$ cat config.mk
export PLATFORM = sky130hd
export DESIGN_NAME = emulator_run_control
export DESIGN_NICKNAME = d
export VERILOG_FILES = /design/src/shared/run_control_pkg.sv /design/src/rtl/emulator_run_control.sv /design/src/rtl/sync2.sv /design/src/rtl/bclk_monitor.sv
export SDC_FILE = /design/constraint.sdc
export NUM_CORES = 1
export LEC_CHECK = 0
export ABC_AREA = 1
export BUFFER_PORTS_ARGS = -buffer_cell sky130_fd_sc_hd__buf_2
export CAP_MARGIN = 0
export CORE_UTILIZATION = 58
export DETAILED_ROUTE_END_ITERATION = 12
export HOLD_SLACK_MARGIN = 0.12
export PLACE_DENSITY_LB_ADDON = 0.08
export SYNTH_ARGS = -nofsm -noshare
export SYNTH_HDL_FRONTEND = slang
export SYNTH_SLANG_ARGS = --single-unit
$ cat constraint.sdc
create_clock -name clk -period 3.65 [get_ports clk]
set_clock_uncertainty 0.2 [all_clocks]
set_input_delay 1.095 -clock clk [delete_from_list [all_inputs] [get_ports clk]]
set_output_delay 1.095 -clock clk [all_outputs]
set_load 0.05 [all_outputs]
$ cat src/shared/run_control_pkg.sv
// Constants, register map and state encoding of the emulator run-control block.
package run_control_pkg;
  localparam int ADDR_W = 8;
  localparam int DATA_W = 32;
  localparam int MEM_AW = 20;
  localparam int MEM_DW = 8;
  localparam int PIN_W  = 45;

  localparam logic [ADDR_W-1:0] OFS_CMD       = 8'h00;
  localparam logic [ADDR_W-1:0] OFS_STATUS    = 8'h04;
  localparam logic [ADDR_W-1:0] OFS_MEM_ADDR  = 8'h08;
  localparam logic [ADDR_W-1:0] OFS_MEM_WDATA = 8'h0c;
  localparam logic [ADDR_W-1:0] OFS_MEM_RDATA = 8'h10;
  localparam logic [ADDR_W-1:0] OFS_BRK_ADDR  = 8'h14;
  localparam logic [ADDR_W-1:0] OFS_BRK_CTRL  = 8'h18;

  localparam int CMD_RUN     = 0;
  localparam int CMD_STOP    = 1;
  localparam int CMD_STEP    = 2;
  localparam int CMD_MEM_RD  = 3;
  localparam int CMD_MEM_WR  = 4;
  localparam int CMD_CLR_ERR = 5;

  localparam int ST_RUN       = 0;
  localparam int ST_BUSY      = 1;
  localparam int ST_ERR       = 2;
  localparam int ST_CLK_OK    = 3;
  localparam int ST_STEP_DONE = 4;
  localparam int ST_PROT_OPEN = 5;
  localparam int ST_HELD      = 6;

  localparam int BRK_EN = 0;

  localparam logic [MEM_DW-1:0] BREAK_OPCODE = 8'h00;
  localparam logic [MEM_AW-1:0] RST_BRK_ADDR = 20'h00000;
  localparam logic [MEM_AW-1:0] RST_MEM_ADDR = 20'h00000;
  localparam logic [MEM_DW-1:0] RST_MEM_DATA = 8'h00;

  localparam int CLK_PERIOD_NS    = 100;
  localparam int BCLK_TIMEOUT_NS  = 10000;
  localparam int TO_W             = 8;
  localparam logic [TO_W-1:0] BCLK_TIMEOUT_CYC = TO_W'(BCLK_TIMEOUT_NS / CLK_PERIOD_NS);
  localparam logic [TO_W-1:0] RST_TO_COUNT     = 8'h00;

  typedef enum logic [3:0] {
    S_HELD     = 4'b0001,
    S_RUNNING  = 4'b0010,
    S_STEPPING = 4'b0100,
    S_ACCESS   = 4'b1000
  } run_state_t;
endpackage

$ cat src/rtl/emulator_run_control.sv
// Run control of the emulator: hold, step, break substitution and pin gating.
// Behaviour
// RULE1 - Break, dump, step and stop never complete while the bus clock is halted; a break hit still moves to S_HELD without checking alive.
// RULE2 - Holding the MCU stops the program; peripherals keep running.
// RULE3 - All interrupts are masked while a single step is in progress.
// RULE4 - A stepped wait instruction does not enter wait; never step stop.
// RULE5 - User program keeps four spare bytes on the interrupt stack.
// RULE6 - Software break fetches the break instruction, opcode 00, at its address.
// RULE7 - Protect bit opens only when set by free-running code.
// RULE8 - DMA requests and both channel counters keep working during hold.
// RULE9 - Target reset and NMI reach the MCU only while the program runs.
// RULE10 - Debug accesses during a run may steal bus time from the program.
// RULE11 - No software break or stepping on address-match interrupt addresses.
// RULE12 - Commands with the bus clock halted report an error instead of waiting.
//
// Local design decisions: the address-and-strobe port and the placing of the registers.
module emulator_run_control (
  input  wire logic                                  clk,
  input  wire logic                                  reset_n,
  input  wire logic [run_control_pkg::ADDR_W-1:0]    reg_addr,
  input  wire logic [run_control_pkg::DATA_W-1:0]    reg_wdata,
  input  wire logic                                  reg_we,
  input  wire logic                                  reg_re,
  output logic      [run_control_pkg::DATA_W-1:0]    reg_rdata_q,
  input  wire logic                                  bclk_pin,
  input  wire logic                                  step_done_pin,
  input  wire logic                                  acc_ack_pin,
  input  wire logic [run_control_pkg::MEM_DW-1:0]    acc_rdata_pin,
  input  wire logic                                  target_reset_n_pin,
  input  wire logic                                  target_nmi_n_pin,
  input  wire logic [1:0]                            dma_req_pin,
  input  wire logic                                  prot_set_pin,
  input  wire logic                                  fetch_valid_pin,
  input  wire logic [run_control_pkg::MEM_AW-1:0]    fetch_addr_pin,
  input  wire logic [run_control_pkg::MEM_DW-1:0]    fetch_op_pin,
  output logic                                       mcu_hold_q,
  output logic                                       int_mask_q,
  output logic                                       wait_block_q,
  output logic                                       periph_run_q,
  output logic                                       mcu_reset_n_q,
  output logic                                       mcu_nmi_n_q,
  output logic                                       run_led_q,
  output logic      [1:0]                            dma_count_en_q,
  output logic                                       acc_req_q,
  output logic                                       acc_we_q,
  output logic      [run_control_pkg::MEM_AW-1:0]    acc_addr_q,
  output logic      [run_control_pkg::MEM_DW-1:0]    acc_wdata_q,
  output logic      [run_control_pkg::MEM_DW-1:0]    fetch_op_q,
  output logic                                       prot_open_q
);
  localparam int PW = run_control_pkg::PIN_W;

  logic [PW-1:0]                     pins_raw;
  logic [PW-1:0]                     pins_s;
  logic                              bclk_s;
  logic                              step_done_s;
  logic                              ack_s;
  logic [run_control_pkg::MEM_DW-1:0] acc_rdata_s;
  logic                              tgt_reset_n_s;
  logic                              tgt_nmi_n_s;
  logic [1:0]                        dma_req_s;
  logic                              prot_set_s;
  logic                              fetch_valid_s;
  logic [run_control_pkg::MEM_AW-1:0] fetch_addr_s;
  logic [run_control_pkg::MEM_DW-1:0] fetch_op_s;
  logic                              alive;

  assign pins_raw = {bclk_pin, step_done_pin, acc_ack_pin, acc_rdata_pin, target_reset_n_pin,
                     target_nmi_n_pin, dma_req_pin, prot_set_pin, fetch_valid_pin,
                     fetch_addr_pin, fetch_op_pin};
  assign {bclk_s, step_done_s, ack_s, acc_rdata_s, tgt_reset_n_s, tgt_nmi_n_s, dma_req_s,
          prot_set_s, fetch_valid_s, fetch_addr_s, fetch_op_s} = pins_s;

  for (genvar i = 0; i < PW; i++) begin : g_sync
    sync2 u_sync (
      .clk     (clk),
      .reset_n (reset_n),
      .pin     (pins_raw[i]),
      .level_q (pins_s[i])
    );
  end

  bclk_monitor u_mon (
    .clk        (clk),
    .reset_n    (reset_n),
    .bclk_level (bclk_s),
    .alive_q    (alive)
  );

  run_control_pkg::run_state_t        state_q, state_d;
  logic                               ret_run_q, ret_run_d;
  logic                               err_q, err_d;
  logic                               step_flag_q, step_flag_d;
  logic                               step_prev_q, prot_prev_q;
  logic [run_control_pkg::MEM_AW-1:0] brk_addr_q, brk_addr_d;
  logic                               brk_en_q, brk_en_d;
  logic [run_control_pkg::MEM_AW-1:0] mem_addr_d;
  logic [run_control_pkg::MEM_DW-1:0] mem_wdata_d;
  logic [run_control_pkg::MEM_DW-1:0] mem_rdata_q, mem_rdata_d;
  logic                               acc_we_d, acc_req_d;
  logic                               prot_open_d, run_d, hold_d;
  logic [run_control_pkg::MEM_DW-1:0] fetch_op_d;
  logic [run_control_pkg::DATA_W-1:0] rdata_d;
  logic                               cmd_we, busy, brk_hit, step_rise, prot_rise;
  logic                               c_run, c_stop, c_step, c_mem;

  assign cmd_we    = reg_we && (reg_addr == run_control_pkg::OFS_CMD);
  assign c_run     = cmd_we && reg_wdata[run_control_pkg::CMD_RUN];
  assign c_stop    = cmd_we && reg_wdata[run_control_pkg::CMD_STOP];
  assign c_step    = cmd_we && reg_wdata[run_control_pkg::CMD_STEP];
  assign c_mem     = cmd_we && (reg_wdata[run_control_pkg::CMD_MEM_RD] ||
                                reg_wdata[run_control_pkg::CMD_MEM_WR]);
  assign busy      = (state_q == run_control_pkg::S_STEPPING) ||
                     (state_q == run_control_pkg::S_ACCESS) || ack_s;
  assign step_rise = step_done_s && !step_prev_q;
  assign prot_rise = prot_set_s && !prot_prev_q;
  assign brk_hit   = brk_en_q && fetch_valid_s && (fetch_addr_s == brk_addr_q);

  // Next state of the run-control sequencer.
  always_comb begin
    state_d     = state_q;
    ret_run_d   = ret_run_q;
    err_d       = err_q;
    step_flag_d = step_flag_q;
    mem_addr_d  = acc_addr_q;
    mem_wdata_d = acc_wdata_q;
    mem_rdata_d = mem_rdata_q;
    acc_we_d    = acc_we_q;
    acc_req_d   = acc_req_q;
    brk_addr_d  = brk_addr_q;
    brk_en_d    = brk_en_q;
    prot_open_d = prot_open_q;
    if (reg_we && reg_addr == run_control_pkg::OFS_MEM_ADDR && !busy) begin
      mem_addr_d = reg_wdata[run_control_pkg::MEM_AW-1:0];
    end
    if (reg_we && reg_addr == run_control_pkg::OFS_MEM_WDATA && !busy) begin
      mem_wdata_d = reg_wdata[run_control_pkg::MEM_DW-1:0];
    end
    if (reg_we && reg_addr == run_control_pkg::OFS_BRK_ADDR) begin
      brk_addr_d = reg_wdata[run_control_pkg::MEM_AW-1:0];
    end
    if (reg_we && reg_addr == run_control_pkg::OFS_BRK_CTRL) begin
      brk_en_d = reg_wdata[run_control_pkg::BRK_EN];
    end
    if (cmd_we && reg_wdata[run_control_pkg::CMD_CLR_ERR]) begin
      err_d = 1'b0;
    end
    if ((c_stop || c_step || c_mem) && !alive) begin
      err_d = 1'b1; // RULE12
    end
    case (state_q)
      run_control_pkg::S_HELD: begin
        if (c_run) begin
          state_d = run_control_pkg::S_RUNNING;
        end else if (c_step && alive) begin
          state_d     = run_control_pkg::S_STEPPING; // RULE1
          step_flag_d = 1'b0;
        end else if (c_mem && alive && !busy) begin
          state_d   = run_control_pkg::S_ACCESS;
          ret_run_d = 1'b0;
          acc_req_d = 1'b1;
          acc_we_d  = reg_wdata[run_control_pkg::CMD_MEM_WR];
        end
      end
      run_control_pkg::S_RUNNING: begin
        if (prot_rise) begin
          prot_open_d = 1'b1; // RULE7
        end
        if (brk_hit || (c_stop && alive)) begin
          state_d     = run_control_pkg::S_HELD; // RULE1
          prot_open_d = 1'b0; // RULE7
        end else if (c_mem && alive && !busy) begin
          state_d   = run_control_pkg::S_ACCESS; // RULE10
          ret_run_d = 1'b1;
          acc_req_d = 1'b1;
          acc_we_d  = reg_wdata[run_control_pkg::CMD_MEM_WR];
        end
      end
      run_control_pkg::S_STEPPING: begin
        if (step_rise) begin
          state_d     = run_control_pkg::S_HELD;
          step_flag_d = 1'b1;
        end else if (!alive) begin
          state_d = run_control_pkg::S_HELD;
          err_d   = 1'b1; // RULE12
        end
      end
      run_control_pkg::S_ACCESS: begin
        if (ack_s) begin
          state_d   = ret_run_q ? run_control_pkg::S_RUNNING : run_control_pkg::S_HELD;
          acc_req_d = 1'b0;
          if (!acc_we_q) begin
            mem_rdata_d = acc_rdata_s;
          end
        end else if (!alive) begin
          state_d   = ret_run_q ? run_control_pkg::S_RUNNING : run_control_pkg::S_HELD;
          acc_req_d = 1'b0;
          err_d     = 1'b1; // RULE12
        end
      end
      default: begin
        state_d   = run_control_pkg::S_HELD;
        acc_req_d = 1'b0;
      end
    endcase
  end

  // Pin-facing outputs derived from the next state and the break match; register read data.
  always_comb begin
    run_d      = (state_d == run_control_pkg::S_RUNNING) ||
                 (state_d == run_control_pkg::S_ACCESS && ret_run_d);
    hold_d     = !run_d && (state_d != run_control_pkg::S_STEPPING); // RULE2
    fetch_op_d = brk_hit ? run_control_pkg::BREAK_OPCODE : fetch_op_s; // RULE6
    rdata_d    = '0;
    if (reg_re) begin
      case (reg_addr)
        run_control_pkg::OFS_STATUS: begin
          rdata_d[run_control_pkg::ST_RUN]       = run_led_q;
          rdata_d[run_control_pkg::ST_BUSY]      = busy;
          rdata_d[run_control_pkg::ST_ERR]       = err_q;
          rdata_d[run_control_pkg::ST_CLK_OK]    = alive;
          rdata_d[run_control_pkg::ST_STEP_DONE] = step_flag_q;
          rdata_d[run_control_pkg::ST_PROT_OPEN] = prot_open_q;
          rdata_d[run_control_pkg::ST_HELD]      = mcu_hold_q;
        end
        run_control_pkg::OFS_MEM_ADDR:  rdata_d[run_control_pkg::MEM_AW-1:0] = acc_addr_q;
        run_control_pkg::OFS_MEM_WDATA: rdata_d[run_control_pkg::MEM_DW-1:0] = acc_wdata_q;
        run_control_pkg::OFS_MEM_RDATA: rdata_d[run_control_pkg::MEM_DW-1:0] = mem_rdata_q;
        run_control_pkg::OFS_BRK_ADDR:  rdata_d[run_control_pkg::MEM_AW-1:0] = brk_addr_q;
        run_control_pkg::OFS_BRK_CTRL:  rdata_d[run_control_pkg::BRK_EN]     = brk_en_q;
        default:                        rdata_d                              = '0;
      endcase
    end
  end

  always_ff @(posedge clk) begin
    if (!reset_n) begin
      state_q        <= run_control_pkg::S_HELD;
      ret_run_q      <= 1'b0;
      err_q          <= 1'b0;
      step_flag_q    <= 1'b0;
      step_prev_q    <= 1'b0;
      prot_prev_q    <= 1'b0;
      brk_addr_q     <= run_control_pkg::RST_BRK_ADDR;
      brk_en_q       <= 1'b0;
      acc_addr_q     <= run_control_pkg::RST_MEM_ADDR;
      acc_wdata_q    <= run_control_pkg::RST_MEM_DATA;
      mem_rdata_q    <= run_control_pkg::RST_MEM_DATA;
      acc_we_q       <= 1'b0;
      acc_req_q      <= 1'b0;
      prot_open_q    <= 1'b0;
      mcu_hold_q     <= 1'b1;
      int_mask_q     <= 1'b0;
      wait_block_q   <= 1'b0;
      periph_run_q   <= 1'b0;
      mcu_reset_n_q  <= 1'b1;
      mcu_nmi_n_q    <= 1'b1;
      run_led_q      <= 1'b0;
      dma_count_en_q <= 2'h0;
      fetch_op_q     <= run_control_pkg::BREAK_OPCODE;
      reg_rdata_q    <= '0;
    end else begin
      state_q        <= state_d;
      ret_run_q      <= ret_run_d;
      err_q          <= err_d;
      step_flag_q    <= step_flag_d;
      step_prev_q    <= step_done_s;
      prot_prev_q    <= prot_set_s;
      brk_addr_q     <= brk_addr_d;
      brk_en_q       <= brk_en_d;
      acc_addr_q     <= mem_addr_d;
      acc_wdata_q    <= mem_wdata_d;
      mem_rdata_q    <= mem_rdata_d;
      acc_we_q       <= acc_we_d;
      acc_req_q      <= acc_req_d;
      prot_open_q    <= prot_open_d;
      mcu_hold_q     <= hold_d; // RULE2
      int_mask_q     <= (state_d == run_control_pkg::S_STEPPING); // RULE3
      wait_block_q   <= (state_d == run_control_pkg::S_STEPPING); // RULE4
      periph_run_q   <= 1'b1; // RULE2
      mcu_reset_n_q  <= run_d ? tgt_reset_n_s : 1'b1; // RULE9
      mcu_nmi_n_q    <= run_d ? tgt_nmi_n_s : 1'b1; // RULE9
      run_led_q      <= run_d;
      dma_count_en_q <= dma_req_s; // RULE8
      fetch_op_q     <= fetch_op_d;
      reg_rdata_q    <= rdata_d;
    end
  end
endmodule

$ cat src/rtl/sync2.sv
// Two-flop synchroniser for one asynchronous pin.
module sync2 (
  input  wire logic clk,
  input  wire logic reset_n,
  input  wire logic pin,
  output logic      level_q
);
  logic meta_q;

  always_ff @(posedge clk) begin
    if (!reset_n) begin
      meta_q  <= 1'b0;
      level_q <= 1'b0;
    end else begin
      meta_q  <= pin;
      level_q <= meta_q;
    end
  end
endmodule

$ cat src/rtl/bclk_monitor.sv
// Watches the synchronised bus clock and reports whether it is still toggling.
module bclk_monitor (
  input  wire logic clk,
  input  wire logic reset_n,
  input  wire logic bclk_level,
  output logic      alive_q
);
  logic                                prev_q;
  logic [run_control_pkg::TO_W-1:0]    count_q;
  logic [run_control_pkg::TO_W-1:0]    count_d;
  logic                                alive_d;

  always_comb begin
    count_d = count_q;
    alive_d = alive_q;
    if (bclk_level != prev_q) begin
      count_d = run_control_pkg::RST_TO_COUNT;
      alive_d = 1'b1;
    end else if (count_q >= run_control_pkg::BCLK_TIMEOUT_CYC) begin
      alive_d = 1'b0;
    end else begin
      count_d = count_q + 8'h01;
    end
  end

  always_ff @(posedge clk) begin
    if (!reset_n) begin
      prev_q  <= 1'b0;
      count_q <= run_control_pkg::RST_TO_COUNT;
      alive_q <= 1'b0;
    end else begin
      prev_q  <= bclk_level;
      count_q <= count_d;
      alive_q <= alive_d;
    end
  end
endmodule

# After elaboration in Yosys (flattened, before gate mapping)
# Index checks and enable logic that the tools add are counted.
[word_totals]
reg_bits = 217
input_bits = 89
out_inout_bits = 80
elab_cells = 240
[op_classes]
n_addsub = 1
n_lt_le_gt_ge = 1
eq_ne = 22
n_mux = 47
bitwise = 3
reduce_logical = 49
[op_table]
columns = ["cell", "n"]
rows = [
  ["4-bit 2-to-1 mux", 8],
  ["6-bit case mux with 5 select lines", 1],
  ["1-bit 2-to-1 mux", 28],
  ["8-bit by 5-bit == test with 1-bit output, second input constant", 3],
  ["12-bit case mux with 2 select lines", 1],
  ["1-bit logical AND", 23],
  ["20-bit == test", 1],
  ["8-bit by 4-bit == test with 1-bit output, second input constant", 2],
  ["4-bit case mux with 4 select lines", 1],
  ["2-bit inequality test, second input constant", 5],
  ["8-bit by 1-bit adder with 8-bit output, second input constant", 1],
  ["4-bit by 2-bit == test with 1-bit output, second input constant", 2],
  ["4-bit by 3-bit == test with 1-bit output, second input constant", 2],
  ["4-bit == test, second input constant", 2],
  ["8-bit by 3-bit == test with 1-bit output, second input constant", 1],
  ["8-bit by 7-bit greater-or-equal comparator with 1-bit output, second input constant", 1],
  ["8-bit zero test", 1],
  ["1-bit case mux with 2 select lines", 4],
  ["1-bit case mux with 4 select lines", 2],
  ["4-bit AND reduction", 2],
  ["2-bit nonzero test", 4],
  ["1-bit logical OR", 7],
  ["1-bit case mux with 6 select lines", 1],
  ["2-bit AND reduction", 3],
  ["10 further kinds", 17],
]

# Depth between registers and ports, before layout
[logic_depth]
depth_word = 14
ltp_mapped = 13

# Hierarchy
# From an unflattened synthesis, not the netlist that was laid out.
[hier_totals]
cells_unflattened = 978
area_unflattened_um2 = 7619.8
[modules_own_cells]
columns = ["module", "instances", "cells_per_inst", "area_per_inst_um2", "seq_area_each_um2"]
rows = [
  ["emulator_run_control", 1, 639, 4626.9, 2102.0],
  ["sync2", 45, 6, 55.1, 40.0],
  ["bclk_monitor", 1, 69, 515.5, 200.2],
]

# Worst setup path after synthesis
# Ideal clock, no wire load.
[synth_timing]
path_kind = "in2reg"
start = "in reg_addr[1] in the netlist's numbering"
end = "reg acc_addr_q[10] in the netlist's numbering"
setup_time_ns = 0.114
t_arrival_ns = 2.280
setup_slack_ns = 1.055
stages = 9
cell_sequence = "nor2_1 inv_1 nor3_2 nand2_1 nor3_4 inv_2 buf_4 nor2_1 nor2_1"
[synth_between]
elab_chain_len = 3
[synth_lines]
columns = ["item", "line", "text"]
rows = [
  ["from (decl)", "emulator_run_control.sv:20", "input wire logic [run_control_pkg::ADDR_W-1:0] reg_addr,"],
  ["8-bit by 4-bit == test with 1-bit output", "emulator_run_control.sv:133", "if (reg_we && reg_addr == run_control_pkg::OFS_MEM_ADDR && !busy) begin"],
  ["1-bit logical AND (2 in a row)", "emulator_run_control.sv:133", ""],
  ["to (signal assigned)", "emulator_run_control.sv:246", "acc_addr_q <= run_control_pkg::RST_MEM_ADDR;"],
  ["to (signal assigned)", "emulator_run_control.sv:271", "acc_addr_q <= mem_addr_d;"],
  ["to (decl)", "emulator_run_control.sv:46", "output logic [run_control_pkg::MEM_AW-1:0] acc_addr_q,"],
]
# No other way between the ends.
# A chain may end at the register's enable or synchronous reset.

# Final worst setup path
[layout_timing]
start = "in reg_addr[1] in the netlist's numbering"
end = "reg acc_addr_q[14] in the netlist's numbering"
# Same word-level chain as after synthesis.

==> results.md <==
- Slew margin rel.: 61.7%
- Via/cell ratio: 4.76
- Ys Warns: 0
- Post-CTS setup buffers: 0
- Hold_buf cts: 0
- CP most frequent cell: nor2_1
- CTS buffer count: 20
- Dominant delay contributor by cell family on the critical path: simple AND/OR/NAND/NOR gates
- Peak VDD IR: 0.369 mV
- Initial core utilization: 59.5%
- Hold Startpoint: g_sync[4].u_sync.level_q$_SDFF_PN0_
- CP max stage delay: 0.43 ns
- Post-route DRC: 0
- Hold_ws: 0.208 ns
- Multiplexer share of the synthesized area: 0%
- DRT antenna net count: 0
- Synthesized-area fraction occupied by and/or/nand/nor cells: 19.7%
- Vias in the first global route: 5433
- Largest net degree at the start of global routing: 131
- CP endpoint kind: flop
- Htree depth: 1
- Die span in x: 116 µm
- Ant diodes: 0
- Post-Synth XOR/XNOR Area: 0.352%
- Final Max Slew Viols: 0
- Clk_lat worst skew: 0.49 ns
- Area of the mapped netlist: 7470 µm²
- Clk slew on worst S/H paths: 0.06 ns
- Hold Fails Final Rpt: 0
- First-pass GRT wire length: 25900 µm
- Mean Syn Cell Area: 7.65 µm²
- Fin util: 71.1%
- Deepest clock path buffer count: 3
- Synth top area share: 54.9%
- Filler cells: 1028
- WP data arrival: 2.80 ns
- Via count: 6175
- Fin crit share: 70.8%
- Data required time of the worst path: 3.87 ns
- Synth unique cells: 36
- Largest family of logic cells by synthesized area: simple AND/OR/NAND/NOR gates
- Routability congestion estimate: 0.883
- Ranking of synthesized cells by area: dfxtp_1 (55%), nand2_1 (12%), inv_1 (9.4%)
- Synth Register Bits: 205
- Clock Tree Root: clkbuf_16
- Worst min-delay path class: flop to flop
- TritonCTS Sinks: 205
- Final wirelength: 16000 µm
- RR Startpoint: state_q[0]$_SDFF_PN1_
- Critical path launch point: reg_addr[1]
- First-pass DRT Iterations: 5
- Num rows: 41
- Core area: 12600 µm²
- Reg area: 4100 µm²
- Static leakage: 4.75 nW
- TritonCTS clock tree: yes
- CP max stage cell: nor3_4
- RSZ-0062 raised after global routing: no
- Initial antenna violation count: 0
- Crit Path Class: primary input to flop
- Register area share after synthesis: 54.9%
- Area of the multi-input gates: 2430 µm²
- Crit-path cells: buf_2, nor2_1, inv_1, nor3_2, nand2_1, nor3_4, buf_4, o21ai_1, nor2_1
- Layout cells sized above 1: 17.7%
- Setup TNS: 0 ns
- Post-synthesis compound-gate area fraction: 11.6%
- Status: completed
- Yosys top cell by area: dfxtp_1
- Die Y: 116 µm
- CP Buf/Inv Count: 3
- Crit path max fanout: 16
- Area share of fa/ha/maj cells after synthesis: 0.335%
- I/O pins: 169
- Total congestion overflow: 0
- Fmax: 387 MHz
- # nets final: 1205
- Die area: 13300 µm²
- Post-Syn Instances: 977
- # setup viols final: 0
- 1st-iter DRT viols: 464
- GRT Util Overall: 24.5%
- PwrDens: 515 nW/µm²
- Routed wire per std cell: 12.3 µm
- Period minus WS final: 2.58 ns
- Least-Margin Pin Slew: 0.573 ns
- DP HPWL: 11300 µm
- IO Port Bufs: 144
- Area Overhead vs Synth: 19.6%
- Post_cts resized: 0
- Max Cap Viol: 0
- Crit path launch type: primary input
[registers in the layout, summed over array words and instances, names as in the netlist, 2 cells and up]
register and cells:
mem_rdata_q 8, dma_count_en_q 2, acc_wdata_q 8, g_sync.u_sync.level_q 45
fetch_op_q 8, acc_addr_q 20, state_q 4, g_sync.u_sync.meta_q 45
reg_rdata_q 20, u_mon.count_q 8, brk_addr_q 20
[final timing paths]
path	endpoint	slack, ns	depth (start not counted)
max reg2reg	mcu_reset_n_q$_SDFF_PN1_	1.53	11
min	fetch_op_q[4]$_SDFF_PP0_	0.21	2
min reg2reg	fetch_op_q[4]$_SDFF_PP0_	0.21	2
max	acc_addr_q[14]$_SDFFE_PN0P_	1.07	9
[synth_stat cells, drive strengths merged]
master and n:
o221a 1, nor3 11, dfxtp 205, ha 2, and2 1, o21bai 1
a21oi 70, xor2 1, a31oi 3, o22ai 8, buf 22, o211ai 1
o31ai 1, nor2 86, o211a 1, conb 1, a221oi 4, a211oi 2
o21ai 70, nand2 232, nor4 1, nor3b 1, inv 199, xnor2 2
clkinv 1, clkbuf 22, nand4 9, nand3 19
[power by group]
part	switching [mW]	internal, mW
sequential	0.0233	2.29
combinational	0.164	0.0772
clock	0.815	1.22
[per-layer routing]
layer  GRT usage [%]  part of all wire (%)  wire (µm)
met2            38.1                    43       6840
met1            35.8                    49       7810
met4            6.41                   1.8        286
met5               0                     0          0
met3            3.35                   6.7       1080
[worst reg2reg max path, delay by kind of cell, from the launching register on]
| family | cells | cell delay, ns |
|---|---|---|
| buffers and inverters | 1 | 0.09 |
| DFF | 1 | 0.38 |
| AOI/OAI and AO/OA | 1 | 0.13 |
| and+or+nand+nor | 9 | 1.18 |
[stage by stage]
stage	power, mW	cells	area, µm²	setup WS, ns
after floorplan	2.53	988	7520	1.06
after global placement	2.60	1264	8270	0.652
after detailed placement	2.60	1264	8270	0.606
after global routing	4.75	1298	8940	0.871
after CTS	4.63	1298	8940	1.11
final	4.60	1298	8940	1.07
[kinds of logic after synthesis]
logic type / count (synthesis)
and+or+nand+nor: 360
buffers and inverters: 244
DFF: 205
AOI/OAI and AO/OA: 162
xor gates and xnor gates: 3
adders and majority gates: 2
other: 1
[cell usage in the layout (no fill, tap or decap), types with 2 or more instances in the layout]
cell type and instances:
a211oi_1 2, a21oi_1 70, a221oi_1 4, a31oi_1 3, buf_2 143, buf_4 4
bufinv_16 2, clkbuf_1 5, clkbuf_16 20, clkbuf_8 3, clkinv_2 2, conb_1 12
dfxtp_1 205, ha_1 2, inv_1 188, inv_2 11, nand2_1 232, nand3_1 19
nand4_1 7, nand4_2 2, nor2_1 83, nor2_2 3, nor3_1 6, nor3_2 4
o21ai_0 26, o21ai_1 44, o22ai_1 8, xnor2_1 2
[area by class of cell]
class,count,share of cell area (%)
Clock buffer,28,6.27
Clock inverter,6,1.22
Inverter,200,8.40
Multi-Input combinational cell,539,27.2
Sequential cell,205,45.9
Tap cell,172,2.41
Timing Repair Buffer,148,8.57
No activity file was read; power rests on OpenSTA's default activity.
